[src/ks_params.svh]
/*
 * Constants of the keying output sequencer: register offsets, field
 * positions, reset values and timing figures.
 * Assumes it is included by bare name wherever these names are used.
 */
`ifndef KS_PARAMS_SVH
`define KS_PARAMS_SVH

// ----------------------------------------------------------------------
// timing
// ----------------------------------------------------------------------
`define KS_CLK_PERIOD_NS   25
`define KS_TICK_NS         1000000
`define KS_TICK_CYCLES     (`KS_TICK_NS / `KS_CLK_PERIOD_NS)
`define KS_FAST_MAX_MS     16'h1FFF
`define KS_SLOW_MAX_MS     16'hFFFF

// ----------------------------------------------------------------------
// geometry
// ----------------------------------------------------------------------
`define KS_NUM_CH          5
`define KS_LAST_CH         3'h4
`define KS_FIRST_CH        3'h0
`define KS_CW_SKIP_CH      3'h3
`define KS_PTT_SKIP_CH     3'h4
`define KS_NUM_SLOTS       20
`define KS_SET_STRIDE      5'h0A
`define KS_END_STRIDE      5'h05
`define KS_DELAY_W         16
`define KS_SLOT_W          5

// ----------------------------------------------------------------------
// register map, byte addresses
// ----------------------------------------------------------------------
`define KS_ADDR_W          8
`define KS_OFF_CTRL        8'h00
`define KS_OFF_STATUS      8'h04
`define KS_OFF_TABLE       8'h40
`define KS_OFF_TABLE_END   8'h8C

// ctrl fields and reset value
`define KS_CTRL_MODE_LO    0
`define KS_CTRL_MODE_HI    1
`define KS_CTRL_FAST       2
`define KS_CTRL_INV_LO     8
`define KS_CTRL_INV_HI     12
`define KS_CTRL_RESET      32'h0000_0004

// status fields
`define KS_ST_OUT_LO       0
`define KS_ST_OUT_HI       4
`define KS_ST_BUSY         8
`define KS_ST_PTT          9
`define KS_ST_END          10
`define KS_ST_IN_LO        12
`define KS_ST_IN_HI        15

`endif

[src/ks_pkg.sv]
/*
 * Types of the keying output sequencer.
 * Assumes ks_params.svh is available on the include path.
 */
package ks_pkg;

	// ------------------------------------------------------------------
	// configurations
	// ------------------------------------------------------------------
	typedef enum logic [1:0] {
		KS_MODE_CW_ONLY  = 2'h0,
		KS_MODE_COMBINED = 2'h1,
		KS_MODE_DUAL     = 2'h2
	} ks_mode_e;

	// ------------------------------------------------------------------
	// sequencer states, one-hot
	// ------------------------------------------------------------------
	typedef enum logic [4:0] {
		KS_IDLE  = 5'h01,
		KS_LOOK  = 5'h02,
		KS_FETCH = 5'h04,
		KS_TIME  = 5'h08,
		KS_HOLD  = 5'h10
	} ks_state_e;

endpackage

[src/ks_delay_mem.sv]
/*
 * Delay table: twenty 16-bit words, one write port and two read ports
 * whose data come out of registers one clock after the address.
 * Assumes the writer and the readers share i_core_clk.
 */
`timescale 1ns/1ps
`include "ks_params.svh"

module ks_delay_mem (
	// clock and reset
	input  wire logic                     i_core_clk,
	input  wire logic                     i_nrst,
	// write port
	input  wire logic                     i_wr_en,
	input  wire logic [`KS_SLOT_W-1:0]    i_wr_addr,
	input  wire logic [`KS_DELAY_W-1:0]   i_wr_data,
	// read port a, sequencer
	input  wire logic [`KS_SLOT_W-1:0]    i_rd_a_addr,
	output logic      [`KS_DELAY_W-1:0]   o_rd_a_data,
	// read port b, bus
	input  wire logic [`KS_SLOT_W-1:0]    i_rd_b_addr,
	output logic      [`KS_DELAY_W-1:0]   o_rd_b_data
);

	logic [`KS_DELAY_W-1:0] mem [`KS_NUM_SLOTS];

	// ------------------------------------------------------------------
	// storage; cleared so every delay starts at zero
	// ------------------------------------------------------------------
	always_ff @(posedge i_core_clk or negedge i_nrst) begin
		if (!i_nrst) begin
			for (int i = 0; i < `KS_NUM_SLOTS; i++) begin
				mem[i] <= '0;
			end
		end else if (i_wr_en && (32'(i_wr_addr) < `KS_NUM_SLOTS)) begin
			mem[i_wr_addr] <= i_wr_data;
		end
	end

	// ------------------------------------------------------------------
	// registered reads; out-of-range slots read zero
	// ------------------------------------------------------------------
	always_ff @(posedge i_core_clk or negedge i_nrst) begin
		if (!i_nrst) begin
			o_rd_a_data <= '0;
			o_rd_b_data <= '0;
		end else begin
			o_rd_a_data <= (32'(i_rd_a_addr) < `KS_NUM_SLOTS) ?
				mem[i_rd_a_addr] : '0;
			o_rd_b_data <= (32'(i_rd_b_addr) < `KS_NUM_SLOTS) ?
				mem[i_rd_b_addr] : '0;
		end
	end

endmodule

[src/ks_sequencer.sv]
/*
 * Keying output sequencer: four contact inputs, five timed output
 * channels, configured over an APB slave.
 * Assumes contact inputs are asynchronous pins pulled high and pulled
 * low by a closure to the common return, and a 40 MHz core clock.
 */

`timescale 1ns/1ps
`include "ks_params.svh"

module ks_sequencer
	import ks_pkg::*;
#(
	parameter int TICK_CYCLES = `KS_TICK_CYCLES
) (
	// clock and reset
	input  wire logic                     i_core_clk,
	input  wire logic                     i_nrst,
	// apb slave
	input  wire logic                     i_psel,
	input  wire logic                     i_penable,
	input  wire logic                     i_pwrite,
	input  wire logic [`KS_ADDR_W-1:0]    i_paddr,
	input  wire logic [31:0]              i_pwdata,
	output logic                          o_pready,
	output logic                          o_pslverr,
	output logic      [31:0]              o_prdata,
	// contact inputs, low while closed
	input  wire logic                     i_jack_one_tip_input_n,
	input  wire logic                     i_jack_one_ring_input_n,
	input  wire logic                     i_jack_two_tip_input_n,
	input  wire logic                     i_jack_two_ring_input_n,
	// output channels, high while the relay is closed unless its ctrl invert bit is set
	output logic      [`KS_NUM_CH-1:0]    o_channel_out
);

	// ------------------------------------------------------------------
	// helpers
	// ------------------------------------------------------------------
	function automatic logic [`KS_SLOT_W-1:0] slot_of(
		input logic       set_ptt,
		input logic       end_phase,
		input logic [2:0] ch
	);
		logic [`KS_SLOT_W-1:0] s;
		s = {2'h0, ch};
		if (set_ptt) begin
			s = s + `KS_SET_STRIDE;
		end
		if (end_phase) begin
			s = s + `KS_END_STRIDE;
		end
		return s;
	endfunction

	function automatic logic [`KS_DELAY_W-1:0] limit_delay(
		input logic [`KS_DELAY_W-1:0] d,
		input logic                   fast
	);
		logic [`KS_DELAY_W-1:0] lim;
		lim = fast ? `KS_FAST_MAX_MS : `KS_SLOW_MAX_MS;
		return (d > lim) ? lim : d;
	endfunction

	function automatic logic in_table(input logic [`KS_ADDR_W-1:0] a);
		return (a >= `KS_OFF_TABLE) && (a <= `KS_OFF_TABLE_END) &&
			(a[1:0] == 2'h0);
	endfunction

	localparam logic [15:0] TICK_LAST = 16'(TICK_CYCLES - 1);

	// ------------------------------------------------------------------
	// declarations
	// ------------------------------------------------------------------
	logic [3:0]             in_sync1;
	logic [3:0]             in_sync2;
	logic [3:0]             in_active;
	logic                   cw_req;
	logic                   ptt_req;

	logic [31:0]            ctrl;
	ks_mode_e               mode;
	logic                   fast_clock_select;
	logic [`KS_NUM_CH-1:0]  invert;

	ks_state_e              state;
	logic                   seq_ptt;
	logic                   end_phase;
	logic [2:0]             ch;
	logic [`KS_NUM_CH-1:0]  closed;
	logic [`KS_DELAY_W-1:0] ms_left;
	logic [15:0]            tick_cnt;

	logic                   req;
	logic                   skip_ch;
	logic                   released;
	logic                   last_step;
	logic [2:0]             ch_step;

	logic [`KS_DELAY_W-1:0] seq_rdata;
	logic [`KS_DELAY_W-1:0] bus_rdata;
	logic                   acc_wait;
	logic                   acc_ok;
	logic                   acc_done;
	logic [`KS_SLOT_W-1:0]  bus_slot;

	// ------------------------------------------------------------------
	// contact inputs: two-flop synchroniser, closure reads active
	// ------------------------------------------------------------------
	always_ff @(posedge i_core_clk or negedge i_nrst) begin
		if (!i_nrst) begin
			in_sync1 <= 4'hF;
			in_sync2 <= 4'hF;
		end else begin
			in_sync1 <= {i_jack_two_ring_input_n, i_jack_two_tip_input_n,
				i_jack_one_ring_input_n, i_jack_one_tip_input_n};
			in_sync2 <= in_sync1;
		end
	end

	assign in_active = ~in_sync2;
	assign cw_req    = in_active[0];
	// ptt only keys in the two-sequence configurations
	assign ptt_req   = in_active[1] && (mode != KS_MODE_CW_ONLY);

	// ------------------------------------------------------------------
	// configuration fields
	// ------------------------------------------------------------------
	always_comb begin
		unique case (ctrl[`KS_CTRL_MODE_HI:`KS_CTRL_MODE_LO])
			2'h1:    mode = KS_MODE_COMBINED;
			2'h2:    mode = KS_MODE_DUAL;
			default: mode = KS_MODE_CW_ONLY;
		endcase
	end

	assign fast_clock_select = ctrl[`KS_CTRL_FAST];
	assign invert            = ctrl[`KS_CTRL_INV_HI:`KS_CTRL_INV_LO];

	// ------------------------------------------------------------------
	// sequence decode
	// ------------------------------------------------------------------
	assign req = seq_ptt ? ptt_req : cw_req;

	always_comb begin
		skip_ch = 1'b0;
		if (mode != KS_MODE_CW_ONLY) begin
			if (!seq_ptt && ch == `KS_CW_SKIP_CH) begin
				skip_ch = 1'b1;
			end
			if (seq_ptt && ch == `KS_PTT_SKIP_CH) begin
				skip_ch = 1'b1;
			end
		end
		if (end_phase) begin
			// channels that never closed cost one clock and no delay on the way down
			skip_ch = !closed[ch];
		end
	end

	// leaving the start sequence early; nothing closed means no end run
	assign released  = !end_phase && !req &&
		(state == KS_LOOK || state == KS_FETCH || state == KS_TIME);
	assign last_step = end_phase ? (ch == `KS_FIRST_CH) :
		(ch == `KS_LAST_CH);
	assign ch_step   = end_phase ? 3'(ch - 3'h1) : 3'(ch + 3'h1);

	// ------------------------------------------------------------------
	// sequencer state
	// ------------------------------------------------------------------
	always_ff @(posedge i_core_clk or negedge i_nrst) begin
		if (!i_nrst) begin
			state     <= KS_IDLE;
			seq_ptt   <= 1'b0;
			end_phase <= 1'b0;
			ch        <= `KS_FIRST_CH;
		end else begin
			unique case (state)
				KS_IDLE: begin
					end_phase <= 1'b0;
					ch        <= `KS_FIRST_CH;
					// cw wins a tie; the other waits for idle
					if (cw_req) begin
						seq_ptt <= 1'b0;
						state   <= KS_LOOK;
					end else if (ptt_req) begin
						seq_ptt <= 1'b1;
						state   <= KS_LOOK;
					end
				end
				KS_LOOK, KS_FETCH, KS_TIME: begin
					if (released) begin
						end_phase <= 1'b1;
						ch        <= `KS_LAST_CH;
						state     <= (closed == '0) ? KS_IDLE : KS_LOOK;
					end else if ((state == KS_LOOK && skip_ch) ||
						(state == KS_TIME && ms_left == '0)) begin
						if (last_step) begin
							state <= end_phase ? KS_IDLE : KS_HOLD;
						end else begin
							ch    <= ch_step;
							state <= KS_LOOK;
						end
					end else if (state == KS_LOOK) begin
						state <= KS_FETCH;
					end else if (state == KS_FETCH) begin
						state <= KS_TIME;
					end
				end
				KS_HOLD: begin
					if (!req) begin
						end_phase <= 1'b1;
						ch        <= `KS_LAST_CH;
						state     <= KS_LOOK;
					end
				end
			endcase
		end
	end

	// ------------------------------------------------------------------
	// millisecond delay count
	// ------------------------------------------------------------------
	always_ff @(posedge i_core_clk or negedge i_nrst) begin
		if (!i_nrst) begin
			ms_left  <= '0;
			tick_cnt <= '0;
		end else if (state == KS_FETCH) begin
			ms_left  <= limit_delay(seq_rdata, fast_clock_select);
			tick_cnt <= TICK_LAST;
		end else if (state == KS_TIME && ms_left != '0) begin
			if (tick_cnt == '0) begin
				tick_cnt <= TICK_LAST;
				ms_left  <= ms_left - 16'h0001;
			end else begin
				tick_cnt <= tick_cnt - 16'h0001;
			end
		end
	end

	// ------------------------------------------------------------------
	// channel drive
	// ------------------------------------------------------------------
	always_ff @(posedge i_core_clk or negedge i_nrst) begin
		if (!i_nrst) begin
			closed <= '0;
		end else if (state == KS_TIME && ms_left == '0 && !released) begin
			closed[ch] <= !end_phase;
		end
	end

	// inversion applies live; a change while keyed flips the pin at once
	always_ff @(posedge i_core_clk or negedge i_nrst) begin
		if (!i_nrst) begin
			o_channel_out <= '0;
		end else begin
			o_channel_out <= closed ^ invert;
		end
	end

	// ------------------------------------------------------------------
	// delay table
	// ------------------------------------------------------------------
	assign bus_slot = 5'((i_paddr - `KS_OFF_TABLE) >> 2);

	ks_delay_mem u_delay_mem (
		.i_core_clk  (i_core_clk),
		.i_nrst      (i_nrst),
		.i_wr_en     (acc_done && i_pwrite && in_table(i_paddr)),
		.i_wr_addr   (bus_slot),
		.i_wr_data   (i_pwdata[`KS_DELAY_W-1:0]),
		.i_rd_a_addr (slot_of(seq_ptt && mode == KS_MODE_DUAL,
			end_phase, ch)),
		.o_rd_a_data (seq_rdata),
		.i_rd_b_addr (bus_slot),
		.o_rd_b_data (bus_rdata)
	);

	// ------------------------------------------------------------------
	// apb slave: every transfer takes one wait state
	// ------------------------------------------------------------------
	assign acc_ok   = (i_paddr == `KS_OFF_CTRL) ||
		(i_paddr == `KS_OFF_STATUS) || in_table(i_paddr);
	assign o_pready  = acc_wait;
	assign o_pslverr = acc_wait && !acc_ok;
	assign acc_done  = i_psel && i_penable && acc_wait;

	always_ff @(posedge i_core_clk or negedge i_nrst) begin
		if (!i_nrst) begin
			acc_wait <= 1'b0;
		end else begin
			acc_wait <= i_psel && i_penable && !acc_wait;
		end
	end

	always_ff @(posedge i_core_clk or negedge i_nrst) begin
		if (!i_nrst) begin
			ctrl <= `KS_CTRL_RESET;
		end else if (acc_done && i_pwrite && i_paddr == `KS_OFF_CTRL) begin
			ctrl <= '0;
			ctrl[`KS_CTRL_MODE_HI:`KS_CTRL_MODE_LO] <=
				i_pwdata[`KS_CTRL_MODE_HI:`KS_CTRL_MODE_LO];
			ctrl[`KS_CTRL_FAST] <= i_pwdata[`KS_CTRL_FAST];
			ctrl[`KS_CTRL_INV_HI:`KS_CTRL_INV_LO] <=
				i_pwdata[`KS_CTRL_INV_HI:`KS_CTRL_INV_LO];
		end
	end

	// read data captured in the first access cycle, when table data is ready
	always_ff @(posedge i_core_clk or negedge i_nrst) begin
		if (!i_nrst) begin
			o_prdata <= '0;
		end else if (i_psel && i_penable && !acc_wait) begin
			o_prdata <= '0;
			if (!i_pwrite) begin
				if (i_paddr == `KS_OFF_CTRL) begin
					o_prdata <= ctrl;
				end else if (i_paddr == `KS_OFF_STATUS) begin
					o_prdata[`KS_ST_OUT_HI:`KS_ST_OUT_LO] <= closed;
					o_prdata[`KS_ST_BUSY] <= (state != KS_IDLE);
					o_prdata[`KS_ST_PTT]  <= seq_ptt;
					o_prdata[`KS_ST_END]  <= end_phase;
					o_prdata[`KS_ST_IN_HI:`KS_ST_IN_LO] <= in_active;
				end else if (in_table(i_paddr)) begin
					o_prdata[`KS_DELAY_W-1:0] <= bus_rdata;
				end
			end
		end
	end

endmodule

[config.mk]
export PLATFORM = sky130hd
export DESIGN_NAME = ks_sequencer
export DESIGN_NICKNAME = d
export VERILOG_FILES = /design/src/ks_pkg.sv /design/src/ks_delay_mem.sv /design/src/ks_sequencer.sv
export VERILOG_INCLUDE_DIRS = /design/src
export SDC_FILE = /design/constraint.sdc
export NUM_CORES = 1
export LEC_CHECK = 0
export BUFFER_PORTS_ARGS = -buffer_cell sky130_fd_sc_hd__buf_2
export CORE_UTILIZATION = 60
export DETAILED_ROUTE_END_ITERATION = 16
export PLACE_DENSITY = 0.78
export SYNTH_ARGS = -nofsm -noshare
export SYNTH_HDL_FRONTEND = slang
export SYNTH_SLANG_ARGS = --single-unit
[constraint.sdc]
create_clock -name i_core_clk -period 6.95 [get_ports i_core_clk]
set_input_delay 0.695 -clock i_core_clk [delete_from_list [all_inputs] [get_ports i_core_clk]]
set_output_delay 0.695 -clock i_core_clk [all_outputs]
set_load 0.01 [all_outputs]
==> out/qor.yml <==
critical_path_buf_inv_count: 3
p_per_area_nw_per_um2: 275
seq_area_um2: 10900
synthCells: 1700
portBuffers: 55
synth.top_cell.area_share_pct: 46.4
synthAdderAreaFrac_pct: 0.794
synthSimpleGateAreaFrac_pct: 7.06
post-route-min-period_ns: 3.90
crit_family: "buffers and inverters"
finalSetupViolCount: 0
synth-main-ff-cell: "dfrtp_1"
r2r_end: "u_delay_mem.o_rd_a_data[8]"
synth_top_family_by_area: "multiplexers"
grt_first_pass_wirelength_um: 93300
synth_compound_area_share_pct: 6.86
finalInstanceArea_um2: 25000
fillerInstances: 2657
pin_count: 88
viasPerCell: 6.95
hold_viol_final: 0
clkPwrFrac_pct: 36.3
initial_utilization_pct: 61.1
routabilityCongestion: 0.883
yosysUniqueCellTypes: 92
vdd_drop_max_mv: 0.265
pwr-share-seq_pct: 40.9
num_rows: 71
grt_pass1_vias: 15530
skew_ns: 0.0215
maxCapViolations: 0
cts_sinks: 437
drt_wl_total_um: 60100
synth-seq-cells: 437
hold_ws_ns: 0.172
drtAntennaViolNets: 0
pre_cts_slack_ns: 2.96
seq_area_frac_synth_pct: 47.6
place.detailed.hpwl_um: 36100
core_um2: 37700
clockRootBuffer: "clkbuf_16"
clk_pin_slew_ns: 0.06
clk_latency_ns: 0.57
rsz0062_at_grt: "no"
timing.final.ws_setup_ns: 3.05
post_cts_buffers: 0
r2r-start: "ctrl[0]"
multi_input_area_um2: 11300
yosysTopAreaCell: "dfrtp_1"
finalSetupTns_ns: 0
vias: 15545
finalMaxSlewViolations: 0
r2r_slack_ns: 3.05
synthArstFlopShare_pct: 100
grt_overflow_total: 0
worstSetupPathType: "flop to flop"
cts_tree: "done"
status: "complete, no violations"
syn_area_um2: 23000
syn_to_final_growth_pct: 8.73
cts_resized: 0
critical_path_arrival_ns: 4.34
p_leak_nw: 11.7
die-height_um: 198
ys_top_cells_by_area: "dfrtp_1 46%, mux2_2 16%, mux4_2 16%, nand2_1 1.8%, mux2i_1 1.5%"
switching_share_pct: 31.7
worst_path_max_delay_cell: "buf_4"
drtIter0Drc: 1356
p_int_mw: 4.69
cpPeakStageDelay_ns: 0.71
min_period_over_period_pct: 56.1
clk_path_buf_depth: 3
synth-edff-count: 0
grt.total_usage_pct: 31.9
htree_levels: 2
max_slew.worst_pin.slew_ns: 1.21
path_max_fanout: 50
syn_area_per_cell_um2: 13.5
final_layout_size_suffix_gt1_share_pct: 40.5
hold_path.class: "input port to asynchronous set/reset pin"
dr.pass1.iters: 5
synth_mux_area_share_pct: 33.5
r2r_cells: 12
route.detailed.wl_per_inst_um: 26.9
slew_headroom_pct: 18.9
grt_max_degree: 174
total_power_mw: 6.87
p_comb_share_pct: 22.8
nets: 1757
yosys_warnings: 0
place_area_um2: 23500
crit_path_start_kind: "flop"
fmax_ghz: 0.257
dieArea_um2: 39100
antenna_found_initial: 3
switchingPower_mw: 2.17
ctsHoldBuffers: 0
cp-end-kind: "flop"
cts_made_buffers: 45
synth_xor_area_share_pct: 0.419
cp_data_required_time_ns: 7.39
drc: 0
crit_path_cell_trace: "inv_1 > ha_1 > a21bo_2 > nand2_1 > ha_1 > o211ai_1 > buf_4 > buf_4 > mux4_2 > nand2_1 > a21oi_1 > a211o_1"
die_w_um: 198
[area by class of cell]
cell class                      count  area share, %
Clock buffer                       62           5.33
Multi-Input combinational cell   1108           45.2
Inverter                           18          0.270
Antenna cell                        2         0.0200
Sequential cell                   437           43.8
Timing Repair Buffer               84           2.15
Clock inverter                     15          0.720
Tap cell                          511           2.56
[worst max-delay path by stage]
| stage | endpoint | slack [ns] | depth (start not counted) | from |
|---|---|---|---|---|
| 6_report | u_delay_mem.o_rd_a_data[8] | 3.05 | 12 | ctrl[0] |
| 5_1_grt | u_delay_mem.o_rd_a_data[8] | 2.87 | 12 | ctrl[0] |
| 4_1_cts | u_delay_mem.o_rd_a_data[8] | 3.10 | 12 | ctrl[0] |
| 3_5_place_dp | u_delay_mem.mem[193] | 2.96 | 8 | i_paddr[5] |
| 3_3_place_gp | u_delay_mem.mem[199] | 2.97 | 8 | i_paddr[5] |
| 2_1_floorplan | o_pslverr | 4.08 | 7 | i_paddr[3] |
[flip-flops by register name (all words and copies together) (netlist names), 5 cells and up]
register / count
u_delay_mem.o_rd_a_data: 16
state: 5
tick_cnt: 16
ctrl: 8
o_channel_out: 5
ms_left: 16
closed: 5
u_delay_mem.o_rd_b_data: 16
o_prdata: 16
u_delay_mem.mem: 320
[synthesized netlist by cell type, types with 6 or more instances]
| library cell | count |
|---|---|
| nand3_1 | 13 |
| buf_4 | 25 |
| nand2_2 | 7 |
| mux2_1 | 6 |
| a22oi_1 | 12 |
| o21ai_0 | 36 |
| a22o_1 | 7 |
| inv_1 | 17 |
| mux2i_1 | 34 |
| clkbuf_1 | 49 |
| a21oi_1 | 58 |
| a31oi_1 | 26 |
| buf_1 | 24 |
| o22ai_1 | 26 |
| nor2_1 | 51 |
| dfrtp_1 | 427 |
| o21ai_1 | 7 |
| a211o_1 | 16 |
| xor2_1 | 7 |
| mux2_2 | 331 |
| nor3_1 | 29 |
| mux4_2 | 159 |
| ha_1 | 13 |
| or3_1 | 9 |
| nand2_1 | 111 |
| nand3b_1 | 8 |
| dfstp_2 | 10 |
| buf_2 | 45 |
[placed cells by master, fill, tap and decap left out, types with 9 or more instances in the layout]
cell type  Yosys  final
nand3_1       13     13
o21ai_0       36     36
a211o_1       16     16
dfstp_2       10     10
clkbuf_8       3     10
o22ai_1       26     26
nor3_1        29     28
mux4_2       159    159
mux2i_1       34     34
conb_1         1     16
a22oi_1       12     12
mux2_2       331    331
clkbuf_16      0     47
dfrtp_1      427    427
ha_1          13     13
a31oi_1       26     26
nand2_1      111    111
buf_4         25     28
nor2_1        51     51
or3_1          9      9
a21oi_1       58     58
inv_1         17     17
buf_2         45     52
[metal layers]
layer / part of all wire [%] / vias up / track usage (%) / wire (µm)
li1: - / 6415 / - / -
met1: 39 / 8110 / 43.8 / 23700
met2: 47 / 839 / 49.0 / 28200
met3: 9.7 / 177 / 7.53 / 5800
met4: 4.1 / 4 / 13.6 / 2440
met5: 0.038 / - / 0 / 23
[power by group through the flow]
stage	combinational [mW]	clock, mW	sequential [mW]
floorplan	1.21	0	2.79
global placement	1.53	0	2.84
detailed placement	1.56	0	2.85
CTS	1.57	2.52	2.80
global route	1.70	2.62	2.83
finish	1.57	2.49	2.81
[metrics by stage]
stage               cells  util (%)
floorplan            1715         -
global placement     2158      62.4
detailed placement   2158      62.4
CTS                  2235      66.4
global route         2236      66.4
finish               2237      66.4
[logic make-up (layout without fill, tap and decap cells)]
group,Yosys count,in the layout
adders and majority gates,14,14
buffers and inverters,170,179
DFF,437,437
muxes,530,530
xor gates and xnor gates,11,11
AOI/OAI and AO/OA,238,238
and+or+nand+nor,299,299
other,1,18
(Power assumes the default switching activity.)
